**config.mk**
```make
export PLATFORM = sky130hd
export DESIGN_NAME = spd_status_display
export DESIGN_NICKNAME = d
export VERILOG_FILES = /design/src/verilog/spd_pkg.sv /design/src/verilog/spd_peak_hold.sv /design/src/verilog/spd_alarm_hist.sv /design/src/verilog/spd_status_display.sv
export SDC_FILE = /design/constraint.sdc
export NUM_CORES = 2
export LEC_CHECK = 0
export ABC_AREA = 0
export BUFFER_PORTS_ARGS = -buffer_cell sky130_fd_sc_hd__buf_2
export CORE_MARGIN = 2
export CORE_UTILIZATION = 46
export DETAILED_ROUTE_END_ITERATION = 12
export SKIP_CTS_REPAIR_TIMING = 1
export SYNTH_ARGS = -nofsm -noshare
export SYNTH_HDL_FRONTEND = slang
export SYNTH_SLANG_ARGS = --single-unit
```
**constraint.sdc**
```tcl
create_clock -name REF_CLK -period 82.7 [get_ports REF_CLK]
set_clock_uncertainty 0.1 [all_clocks]
set_input_delay 12.405 -clock REF_CLK [delete_from_list [all_inputs] [get_ports REF_CLK]]
set_output_delay 12.405 -clock REF_CLK [all_outputs]
set_load 0.03 [all_outputs]
```
**src/verilog/spd_pkg.sv**
```systemverilog
package spd_pkg;
  // readout geometry and limits
  localparam int          DIGITS          = 5;
  localparam int          CNT_W           = 36;
  localparam int          VAL_W           = 20;
  localparam int          HIST_N          = 10;
  localparam logic [19:0] LOW_MOD         = 20'h186A0;  // 100000
  localparam logic [15:0] HIGH_LIM        = 16'h53E2;   // 21474
  localparam logic [19:0] LOW_LIM         = 20'h1869F;  // 99999
  localparam logic [15:0] FREQ_LIM        = 16'h1770;   // 6000
  localparam logic [15:0] SPEED_LIM       = 16'h1770;   // 6000
  localparam logic [15:0] TORQ_LIM        = 16'h012C;   // 300
  localparam logic [15:0] LOAD_LIM        = 16'h012C;   // 300
  localparam logic [15:0] BUS_LIM         = 16'h01F4;   // 500
  localparam logic [15:0] INERTIA_LIM     = 16'h0BB8;   // 3000 tenths
  localparam logic [15:0] INST_LIM        = 16'h0064;   // 100
  localparam logic [15:0] INDEX_HALF      = 16'h1388;   // 5000
  localparam logic [15:0] INDEX_PERIOD    = 16'h2710;   // 10000
  localparam logic [7:0]  NO_ALARM        = 8'h00;
  localparam logic [7:0]  OVERVOLTAGE_ALARM_CODE = 8'h01;
  // timing
  localparam int          CLK_HZ          = 25000000;
  localparam int          PEAK_WIN_S      = 15;
  localparam int          PEAK_SLOTS      = 15;
  localparam int          SLOT_CYCLES     = CLK_HZ * PEAK_WIN_S / PEAK_SLOTS;
  localparam int          BLINK_MS        = 250;
  localparam int          BLINK_CYCLES    = CLK_HZ / 1000 * BLINK_MS;
  // control modes of control_mode_setting
  localparam logic [2:0]  MODE_POS        = 3'h0;
  localparam logic [2:0]  MODE_POS_SPD    = 3'h1;
  localparam logic [2:0]  MODE_SPD        = 3'h2;
  localparam logic [2:0]  MODE_SPD_TRQ    = 3'h3;
  localparam logic [2:0]  MODE_TRQ        = 3'h4;
  localparam logic [2:0]  MODE_TRQ_POS    = 3'h5;
  // status items, index order of the up/down walk
  typedef enum logic [3:0] {
    IT_FB_LOW, IT_CMD_HIGH, IT_CMD_LOW, IT_DEVIATION, IT_CMD_FREQ, IT_SPEED,
    IT_ANALOG_SPEED, IT_SPEED_IN, IT_TORQUE, IT_LOAD, IT_PEAK, IT_BUS,
    IT_INERTIA, IT_INST, IT_INDEX
  } spd_item_type;
  localparam logic [3:0]  ITEM_LAST       = 4'hE;
endpackage

```
**src/verilog/spd_peak_hold.sv**
```systemverilog
`timescale 1ns/1ps
module spd_peak_hold
  import spd_pkg::*;
#(
  parameter int SLOT_LEN = SLOT_CYCLES
)(
  input  wire logic        clk,
  input  wire logic        rst,
  input  wire logic        clr,
  input  wire logic [15:0] sample,
  output logic      [15:0] peak
);
  // one max per second slot; window max is the max of the slots
  logic [15:0] slot [PEAK_SLOTS];
  logic [3:0]  wr_idx;
  logic [31:0] tick;
  logic [15:0] next_peak;

  always_ff @(posedge clk)
  begin
    if (rst || clr)
    begin
      tick   <= 32'h0;
      wr_idx <= 4'h0;
      for (int i = 0; i < PEAK_SLOTS; i++)
        slot[i] <= 16'h0;
    end
    else if (tick == 32'(SLOT_LEN - 1))
    begin
      tick   <= 32'h0;
      wr_idx <= (wr_idx == 4'(PEAK_SLOTS - 1)) ? 4'h0 : wr_idx + 4'h1;
      slot[(wr_idx == 4'(PEAK_SLOTS - 1)) ? 4'h0 : wr_idx + 4'h1] <= sample;
    end
    else
    begin
      tick <= tick + 32'h1;
      if (sample > slot[wr_idx])
        slot[wr_idx] <= sample;
    end
  end

  always_comb
  begin
    next_peak = 16'h0;
    for (int i = 0; i < PEAK_SLOTS; i++)
      if (slot[i] > next_peak)
        next_peak = slot[i];
  end

  always_ff @(posedge clk)
  begin
    if (rst)
      peak <= 16'h0;
    else
      peak <= next_peak;
  end
endmodule // spd_peak_hold

```
**src/verilog/spd_alarm_hist.sv**
```systemverilog
`timescale 1ns/1ps
module spd_alarm_hist
  import spd_pkg::*;
(
  input  wire logic       clk,
  input  wire logic       rst,
  input  wire logic       push,
  input  wire logic [7:0] code,
  input  wire logic [3:0] rd_idx,
  output logic      [7:0] rd_code
);
  // shift register, entry 0 is the newest
  logic [7:0] mem [HIST_N];

  always_ff @(posedge clk)
  begin
    if (rst)
    begin
      for (int i = 0; i < HIST_N; i++)
        mem[i] <= NO_ALARM;
    end
    else if (push)
    begin
      mem[0] <= code;
      for (int i = 1; i < HIST_N; i++)
        mem[i] <= mem[i-1];
    end
  end

  always_ff @(posedge clk)
  begin
    if (rst)
      rd_code <= NO_ALARM;
    else if (rd_idx < 4'(HIST_N))
      rd_code <= mem[rd_idx];
    else
      rd_code <= NO_ALARM;
  end
endmodule // spd_alarm_hist

```
**src/verilog/spd_status_display.sv**
```systemverilog
`timescale 1ns/1ps
module spd_status_display
  import spd_pkg::*;
#(
  parameter int PEAK_SLOT_LEN = SLOT_CYCLES,
  parameter int BLINK_LEN     = BLINK_CYCLES
)(
  // clock and reset
  input  wire logic              REF_CLK,
  input  wire logic              SRST,
  // panel buttons, one-cycle pulses
  input  wire logic              BTN_UP,
  input  wire logic              BTN_DOWN,
  input  wire logic              BTN_SET,
  input  wire logic              BTN_MODE,
  // drive state
  input  wire logic [2:0]        CONTROL_MODE_SETTING,
  input  wire logic              CMD_PULSE_STEP,
  input  wire logic              CMD_PULSE_DIR,
  input  wire logic              FB_PULSE_STEP,
  input  wire logic              FB_PULSE_DIR,
  input  wire logic signed [15:0] CMD_PULSE_FREQUENCY,
  input  wire logic signed [15:0] MOTOR_SPEED,
  input  wire logic signed [15:0] ANALOG_SPEED,
  input  wire logic signed [15:0] SPEED_LIMIT,
  input  wire logic signed [15:0] TORQUE_CMD,
  input  wire logic [15:0]       TORQUE_LIMIT,
  input  wire logic [15:0]       LOAD_RATE,
  input  wire logic [15:0]       TORQUE_ABS,
  input  wire logic [15:0]       BUS_VOLTAGE,
  input  wire logic              BUS_LOW,
  input  wire logic [15:0]       INERTIA_TENTHS,
  input  wire logic [15:0]       ENC_POS,
  input  wire logic              ENC_INDEX,
  // alarms
  input  wire logic [7:0]        ALARM_CODE,
  input  wire logic              ALARM_CAUSE,
  input  wire logic              EXTERNAL_ALARM_RESET,
  // display
  output logic signed [19:0]     DISP_VALUE,
  output logic [3:0]             DISP_ITEM,
  output logic                   DISP_ALARM_SCREEN,
  output logic                   DISP_HIST_SCREEN,
  output logic [3:0]             DISP_HIST_INDEX,
  output logic [7:0]             DISP_ALARM_NUM,
  output logic                   DISP_NO_ALARM,
  output logic                   DISP_BLANK,
  output logic                   BUS_UNDERVOLTAGE_TEXT,
  output logic                   DISP_DP4,
  output logic                   DISP_DP1,
  output logic                   ALARM_ACTIVE,
  output logic                   COUNTERS_CLEARED
);
  typedef enum logic [1:0] {SCR_STATUS, SCR_ALARM, SCR_HIST} spd_screen_type;

  spd_screen_type     screen;
  spd_item_type       item;
  logic [3:0]         hist_idx;
  logic               started;
  logic signed [35:0] cmd_before;
  logic signed [35:0] cmd_after;
  logic signed [35:0] fb_count;
  logic signed [15:0] enc_origin;
  logic [7:0]         alarm_now;
  logic               alarm_on;
  logic [31:0]        blink_cnt;
  logic               blink;
  logic               clr_counts;
  logic               clr_alarm;
  logic [15:0]        peak;
  logic [7:0]         hist_code;
  logic signed [35:0] deviation;
  logic signed [19:0] next_value;
  logic               next_neg5;

  // high part: drop five digits, clamp
  function automatic logic signed [19:0] high_part(input logic signed [35:0] v);
    logic signed [35:0] q;
    q = v / signed'(36'(LOW_MOD));
    if (q > signed'(36'(HIGH_LIM)))
      return 20'(HIGH_LIM);
    else if (q < -signed'(36'(HIGH_LIM)))
      return -20'(HIGH_LIM);
    else
      return q[19:0];
  endfunction

  // low part keeps the sign of the count, so rem stays within +-99999
  function automatic logic signed [19:0] low_part(input logic signed [35:0] v);
    logic signed [35:0] r;
    r = v % signed'(36'(LOW_MOD));
    return r[19:0];
  endfunction

  function automatic logic signed [19:0] clamp(input logic signed [19:0] v,
                                               input logic signed [19:0] lo,
                                               input logic signed [19:0] hi);
    if (v > hi)
      return hi;
    else if (v < lo)
      return lo;
    else
      return v;
  endfunction

  assign clr_counts = BTN_SET && screen == SCR_STATUS && started;
  assign clr_alarm  = (BTN_SET && screen == SCR_ALARM) || EXTERNAL_ALARM_RESET;
  assign deviation  = cmd_before - fb_count;

  // counters carry 36 bits, more than ten decimal digits
  always_ff @(posedge REF_CLK)
  begin
    if (SRST || clr_counts)
    begin
      cmd_before <= 36'sh0;
      cmd_after  <= 36'sh0;
      fb_count   <= 36'sh0;
    end
    else
    begin
      if (CMD_PULSE_STEP)
      begin
        cmd_before <= CMD_PULSE_DIR ? cmd_before - 36'sh1 : cmd_before + 36'sh1;
        cmd_after  <= CMD_PULSE_DIR ? cmd_after - 36'sh1 : cmd_after + 36'sh1;
      end
      if (FB_PULSE_STEP)
        fb_count <= FB_PULSE_DIR ? fb_count - 36'sh1 : fb_count + 36'sh1;
    end
  end

  always_ff @(posedge REF_CLK)
  begin
    if (SRST)
      COUNTERS_CLEARED <= 1'b0;
    else
      COUNTERS_CLEARED <= clr_counts;
  end

  // encoder position latched at each index pulse
  always_ff @(posedge REF_CLK)
  begin
    if (SRST)
      enc_origin <= 16'sh0;
    else if (ENC_INDEX)
      enc_origin <= signed'(ENC_POS);
  end

  // item walk and screen selection
  always_ff @(posedge REF_CLK)
  begin
    if (SRST)
    begin
      started  <= 1'b0;
      item     <= IT_FB_LOW;
      screen   <= SCR_STATUS;
      hist_idx <= 4'h0;
    end
    else if (!started)
    begin
      started <= 1'b1;
      case (CONTROL_MODE_SETTING)
        MODE_POS, MODE_POS_SPD: item <= IT_FB_LOW;
        MODE_SPD, MODE_SPD_TRQ: item <= IT_SPEED;
        MODE_TRQ, MODE_TRQ_POS: item <= IT_TORQUE;
        default:                item <= IT_FB_LOW;
      endcase
    end
    else if (BTN_MODE)
    begin
      case (screen)
        SCR_STATUS: screen <= SCR_ALARM;
        SCR_ALARM:  screen <= SCR_HIST;
        SCR_HIST:   screen <= SCR_STATUS;
        default:    screen <= SCR_STATUS;
      endcase
      hist_idx <= 4'h0;
    end
    else if (screen == SCR_STATUS)
    begin
      if (BTN_UP)
        item <= (item == spd_item_type'(ITEM_LAST)) ? IT_FB_LOW : spd_item_type'(item + 4'h1);
      else if (BTN_DOWN)
        item <= (item == IT_FB_LOW) ? spd_item_type'(ITEM_LAST) : spd_item_type'(item - 4'h1);
    end
    else if (screen == SCR_HIST)
    begin
      if (BTN_DOWN && hist_idx != 4'(HIST_N - 1))
        hist_idx <= hist_idx + 4'h1;
      else if (BTN_UP && hist_idx != 4'h0)
        hist_idx <= hist_idx - 4'h1;
    end
  end

  // combined modes open on the first of their two items
  // alarm latch: cause sets, clear needs the cause gone; set beats clear
  always_ff @(posedge REF_CLK)
  begin
    if (SRST)
    begin
      alarm_on  <= 1'b0;
      alarm_now <= NO_ALARM;
    end
    else if (ALARM_CAUSE && !alarm_on)
    begin
      alarm_on  <= 1'b1;
      alarm_now <= ALARM_CODE;
    end
    else if (clr_alarm && !ALARM_CAUSE)
    begin
      alarm_on  <= 1'b0;
      alarm_now <= NO_ALARM;
    end
  end

  spd_alarm_hist u_hist (
    .clk     (REF_CLK),
    .rst     (SRST),
    .push    (ALARM_CAUSE && !alarm_on),
    .code    (ALARM_CODE),
    .rd_idx  (hist_idx),
    .rd_code (hist_code)
  );

  spd_peak_hold #(.SLOT_LEN(PEAK_SLOT_LEN)) u_peak (
    .clk    (REF_CLK),
    .rst    (SRST),
    .clr    (1'b0),
    .sample (TORQUE_ABS),
    .peak   (peak)
  );

  // blink divider
  always_ff @(posedge REF_CLK)
  begin
    if (SRST)
    begin
      blink_cnt <= 32'h0;
      blink     <= 1'b0;
    end
    else if (blink_cnt == 32'(BLINK_LEN - 1))
    begin
      blink_cnt <= 32'h0;
      blink     <= ~blink;
    end
    else
      blink_cnt <= blink_cnt + 32'h1;
  end

  // value selection
  always_comb
  begin
    next_value = 20'sh0;
    next_neg5  = 1'b0;
    case (item)
      IT_FB_LOW:       next_value = low_part(fb_count);
      IT_CMD_HIGH:     next_value = high_part(cmd_after);
      IT_CMD_LOW:      next_value = low_part(cmd_after);
      IT_DEVIATION:    next_value = low_part(deviation);
      IT_CMD_FREQ:     next_value = clamp(20'(CMD_PULSE_FREQUENCY),
                                          -20'(FREQ_LIM), 20'(FREQ_LIM));
      IT_SPEED:        next_value = clamp(20'(MOTOR_SPEED),
                                          -20'(SPEED_LIM), 20'(SPEED_LIM));
      IT_ANALOG_SPEED:
      begin
        if (CONTROL_MODE_SETTING == MODE_SPD || CONTROL_MODE_SETTING == MODE_TRQ)
          next_value = 20'sh0;
        else
          next_value = 20'sh0;
      end
      IT_SPEED_IN:     next_value = (CONTROL_MODE_SETTING == MODE_TRQ) ?
                         clamp(20'(SPEED_LIMIT), -20'(SPEED_LIM), 20'(SPEED_LIM)) :
                         clamp(20'(ANALOG_SPEED), -20'(SPEED_LIM), 20'(SPEED_LIM));
      IT_TORQUE:       next_value = (CONTROL_MODE_SETTING == MODE_TRQ) ?
                         clamp(20'(TORQUE_CMD), -20'(TORQ_LIM), 20'(TORQ_LIM)) :
                         clamp(20'({4'h0, TORQUE_LIMIT}), 20'sh0, 20'(TORQ_LIM));
      IT_LOAD:         next_value = clamp(20'({4'h0, LOAD_RATE}),
                                          20'sh0, 20'(LOAD_LIM));
      IT_PEAK:         next_value = clamp(20'({4'h0, peak}),
                                          20'sh0, 20'(LOAD_LIM));
      IT_BUS:          next_value = clamp(20'({4'h0, BUS_VOLTAGE}),
                                          20'sh0, 20'(BUS_LIM));
      IT_INERTIA:      next_value = clamp(20'({4'h0, INERTIA_TENTHS}),
                                          20'sh0, 20'(INERTIA_LIM));
      IT_INST:         next_value = clamp(20'({4'h0, TORQUE_ABS}),
                                          20'sh0, 20'(INST_LIM));
      IT_INDEX:
      begin
        next_value = 20'(signed'(ENC_POS - enc_origin));
        if (next_value > signed'(20'(INDEX_HALF)))
          next_value = next_value - 20'(INDEX_PERIOD);
        else if (next_value <= -signed'(20'(INDEX_HALF)))
          next_value = next_value + 20'(INDEX_PERIOD);
      end
      default:         next_value = 20'sh0;
    endcase
    next_neg5 = next_value < -20'sh270F;
  end

  always_ff @(posedge REF_CLK)
  begin
    if (SRST)
    begin
      DISP_VALUE            <= 20'sh0;
      DISP_ITEM             <= 4'h0;
      DISP_ALARM_SCREEN     <= 1'b0;
      DISP_HIST_SCREEN      <= 1'b0;
      DISP_HIST_INDEX       <= 4'h0;
      DISP_ALARM_NUM        <= NO_ALARM;
      DISP_NO_ALARM         <= 1'b0;
      DISP_BLANK            <= 1'b0;
      BUS_UNDERVOLTAGE_TEXT <= 1'b0;
      DISP_DP4              <= 1'b0;
      DISP_DP1              <= 1'b0;
      ALARM_ACTIVE          <= 1'b0;
    end
    else
    begin
      DISP_VALUE            <= next_value;
      DISP_ITEM             <= item;
      DISP_ALARM_SCREEN     <= screen == SCR_ALARM;
      DISP_HIST_SCREEN      <= screen == SCR_HIST;
      DISP_HIST_INDEX       <= hist_idx;
      DISP_ALARM_NUM        <= (screen == SCR_HIST) ? hist_code : alarm_now;
      DISP_NO_ALARM         <= screen == SCR_ALARM && !alarm_on;
      DISP_BLANK            <= screen == SCR_ALARM && alarm_on && blink;
      BUS_UNDERVOLTAGE_TEXT <= item == IT_BUS && BUS_LOW;
      DISP_DP4              <= screen == SCR_STATUS && alarm_on && blink;
      DISP_DP1              <= screen == SCR_STATUS && next_neg5;
      ALARM_ACTIVE          <= alarm_on;
    end
  end
endmodule // spd_status_display

```
==> results.json <==
{
  "drt-initial-drc-count": 6316,
  "post-route-period-util_pct": 40.2,
  "fin_crit_ps": 33230,
  "cp-startpoint": "u_peak.slot[1][1]$_SDFFCE_PN0P_",
  "start_kind": "register",
  "yosysUniqueCellTypes": 153,
  "vias": 66986,
  "ys.flop_type": "edfxtp_1",
  "worstPathArrival_ps": 33650,
  "port_buffers": 245,
  "synth_seq_cells": 622,
  "grt_pass1_vias": 61934,
  "crit_required_ps": 83110,
  "yosys_warnings": 0,
  "r2r_end": "u_peak.peak[5]$_SDFF_PP0_",
  "die_area_um2": 152000,
  "status": "finished clean",
  "cts_num_sinks": 622,
  "crit_type": "reg2reg",
  "drive_gt1_share_pct": 11.0,
  "r2r_slack_ps": 49470,
  "first_pass_iters": 6,
  "start_util_pct": 46.4,
  "setup_violations": 0,
  "cts-root-buf": "clkbuf_16",
  "vias_per_cell": 6.38,
  "synth_area_leaders": "edfxtp_1 15%, dfxtp_1 8.3%, ha_1 7.5%",
  "maxCapViolations": 0,
  "seq_area_frac_synth_pct": 23.1,
  "fillCellCount": 14363,
  "wl_um": 242000,
  "endpoint_kind": "register",
  "rr_worst_depth": 216,
  "gp_congestion": 0.978,
  "reg2reg_from": "u_peak.slot[1][1]$_SDFFCE_PN0P_",
  "post-dp-hpwl_um": 187000,
  "max_stage_delay_ps": 850,
  "antenna_found_initial": 33,
  "grt_start_max_net_pins": 82,
  "drc": 0,
  "cpMostUsedCell": "a21oi_1",
  "clk_latency_ps": 710,
  "cts_tree": "yes",
  "rsz0062_at_grt": "false",
  "final_net_count": 9108,
  "area_growth_pct": 8.49,
  "cts.reportedPaths.clkPinSlew_ps": 60,
  "place_area_um2": 71600,
  "synth_top_area_share_pct": 14.7,
  "numCtsBuffers": 76,
  "synth_fp_nets": 9064,
  "hold_violations": 0,
  "num_rows": 141,
  "async_flop_share_pct": 0,
  "slew_violations": 0,
  "fin_tns_setup_ps": 0,
  "fmax_mhz": 30.1,
  "synth_top_cell_by_area": "edfxtp_1",
  "synthCells": 8445,
  "slowest_stage": "a21oi_2",
  "avgSynthCellArea_um2": 8.12,
  "grt_pass1_wl_um": 369000,
  "wl_per_cell_um": 23.0,
  "fp.dieH_um": 390,
  "critPathMaxFanout": 32,
  "max-slew-margin-rel_pct": 15.1,
  "die_w_um": 390,
  "synth_edf_count": 336,
  "htreeDepth": 3,
  "syn_area_um2": 68600,
  "clockBufferDepth": 3,
  "tightestPinTransition_ps": 1260,
  "grt_usage_pct": 30.5,
  "ant_nets": 0,
  "core_area_um2": 148000,
  "ios": 246,
  "worstHoldPathType": "reg2reg",
  "grt_overflow": 0,
  "cp-endpoint": "u_peak.peak[5]$_SDFF_PP0_",
  "final_area_um2": 74400
}
Yosys cell counts, types with 123 or more instances:
| cell | instances |
|---|---|
| ha_1 | 412 |
| nand2_1 | 548 |
| xnor2_1 | 372 |
| edfxtp_1 | 336 |
| dfxtp_1 | 286 |
| clkbuf_1 | 292 |
| a21o_1 | 123 |
| and2_1 | 308 |
| inv_1 | 395 |
| nor3_1 | 268 |
| nand4_1 | 138 |
| o21ai_0 | 405 |
| and3_1 | 163 |
| nand3_1 | 231 |
| mux2i_1 | 325 |
| xor2_1 | 182 |
| nor2_1 | 809 |
| a21oi_1 | 622 |
logic make-up (layout without fill, tap and decap cells):
kind of cell | count (synthesis) | after routing | share of synthesized area (%)
AND/OR/NAND/NOR | 3068 | 3068 | 22.9
AO/OA/AOI/OAI | 2451 | 2451 | 24.9
buffers and inverters | 793 | 901 | 4.51
flip-flops | 622 | 622 | 23.1
XOR/XNOR | 565 | 565 | 7.33
multiplexers | 507 | 507 | 9.34
adder cells (fa/ha/maj) | 439 | 439 | 7.99
other | 0 | 9 | 0
layout make-up:
cell class              instances  area [um2]  area share (%)
multi-input cells            7030       49800            66.9
flip-flops and latches        622       15800            21.3
well taps                    1930        2410            3.24
repair buffers                358        2080            2.79
clock buffers                  89        2000            2.69
inverters                     401        1510            2.02
clock inverters                53         768            1.03
diodes                          9        22.5          0.0303
placed cells by master, fill, tap and decap left out, types with 282 or more instances in the layout:
cell type,instances
nor2_1,808
a21oi_1,610
nand2_1,548
ha_1,412
inv_1,394
o21ai_0,390
xnor2_1,372
edfxtp_1,336
mux2i_1,325
and2_1,308
dfxtp_1,282
registers in the layout (all words and copies together) (netlist names), 2 cells and up, named ones only:
name	count
screen	2
u_peak.peak	16
u_peak.wr_idx	4
enc_origin	16
DISP_HIST_INDEX	4
fb_count	36
DISP_ITEM	4
item	4
DISP_ALARM_NUM	8
alarm_now	8
u_peak.slot	256
u_hist.mem	80
DISP_VALUE	20
cmd_before	36
u_hist.rd_code	8
u_peak.tick	32
hist_idx	4
cmd_after	36
blink_cnt	32
metrics by stage:
step / hold WS (ps) / setup slack, ps / instances / util (%)
after floorplan: 317 / 48410 / 8445 / -
after global placement: 333 / 50320 / 10341 / 48.5
after detailed placement: 339 / 49830 / 10341 / 48.5
after CTS: 354 / 49660 / 10483 / 50.3
after global routing: 371 / 46160 / 10486 / 50.3
final: 354 / 49470 / 10492 / 50.4
worst min-delay path by stage:
| stage | startpoint | to | slack, ps | depth (start not counted) |
|---|---|---|---|---|
| CTS | alarm_now[5]$_SDFFE_PP0P_ | alarm_now[5]$_SDFFE_PP0P_ | 350 | 1 |
| global placement | alarm_now[4]$_SDFFE_PP0P_ | alarm_now[4]$_SDFFE_PP0P_ | 330 | 1 |
| detailed placement | alarm_now[5]$_SDFFE_PP0P_ | alarm_now[5]$_SDFFE_PP0P_ | 340 | 1 |
| finish | alarm_now[0]$_SDFFE_PP0P_ | alarm_now[0]$_SDFFE_PP0P_ | 350 | 1 |
| floorplan | u_hist.rd_code[0]$_SDFF_PP0_ | DISP_ALARM_NUM[0]$_SDFF_PP0_ | 320 | 2 |
| global route | alarm_now[5]$_SDFFE_PP0P_ | alarm_now[5]$_SDFFE_PP0P_ | 370 | 1 |
critical path, delay by kind of cell (launching register included):
kind                     cells  cell delay [ps]
adder cells (fa/ha/maj)     14             4090
AND/OR/NAND/NOR             61             5880
buffers and inverters       13             2420
flip-flops                   1              420
AO/OA/AOI/OAI              117            16750
multiplexers                11             3290
per-layer routing:
metal / global-route usage (%) / share of wire [%] / up-vias
li1: - / - / 31767
met1: 43.7 / 46 / 32367
met2: 47.0 / 43 / 2467
met3: 5.24 / 8.1 / 369
met4: 8.66 / 2.9 / 16
met5: 0 / 0.048 / -
Power is left out: the tool's default activity adds up to more than one toggle a clock period on the data nets, which glitch-free logic cannot reach.
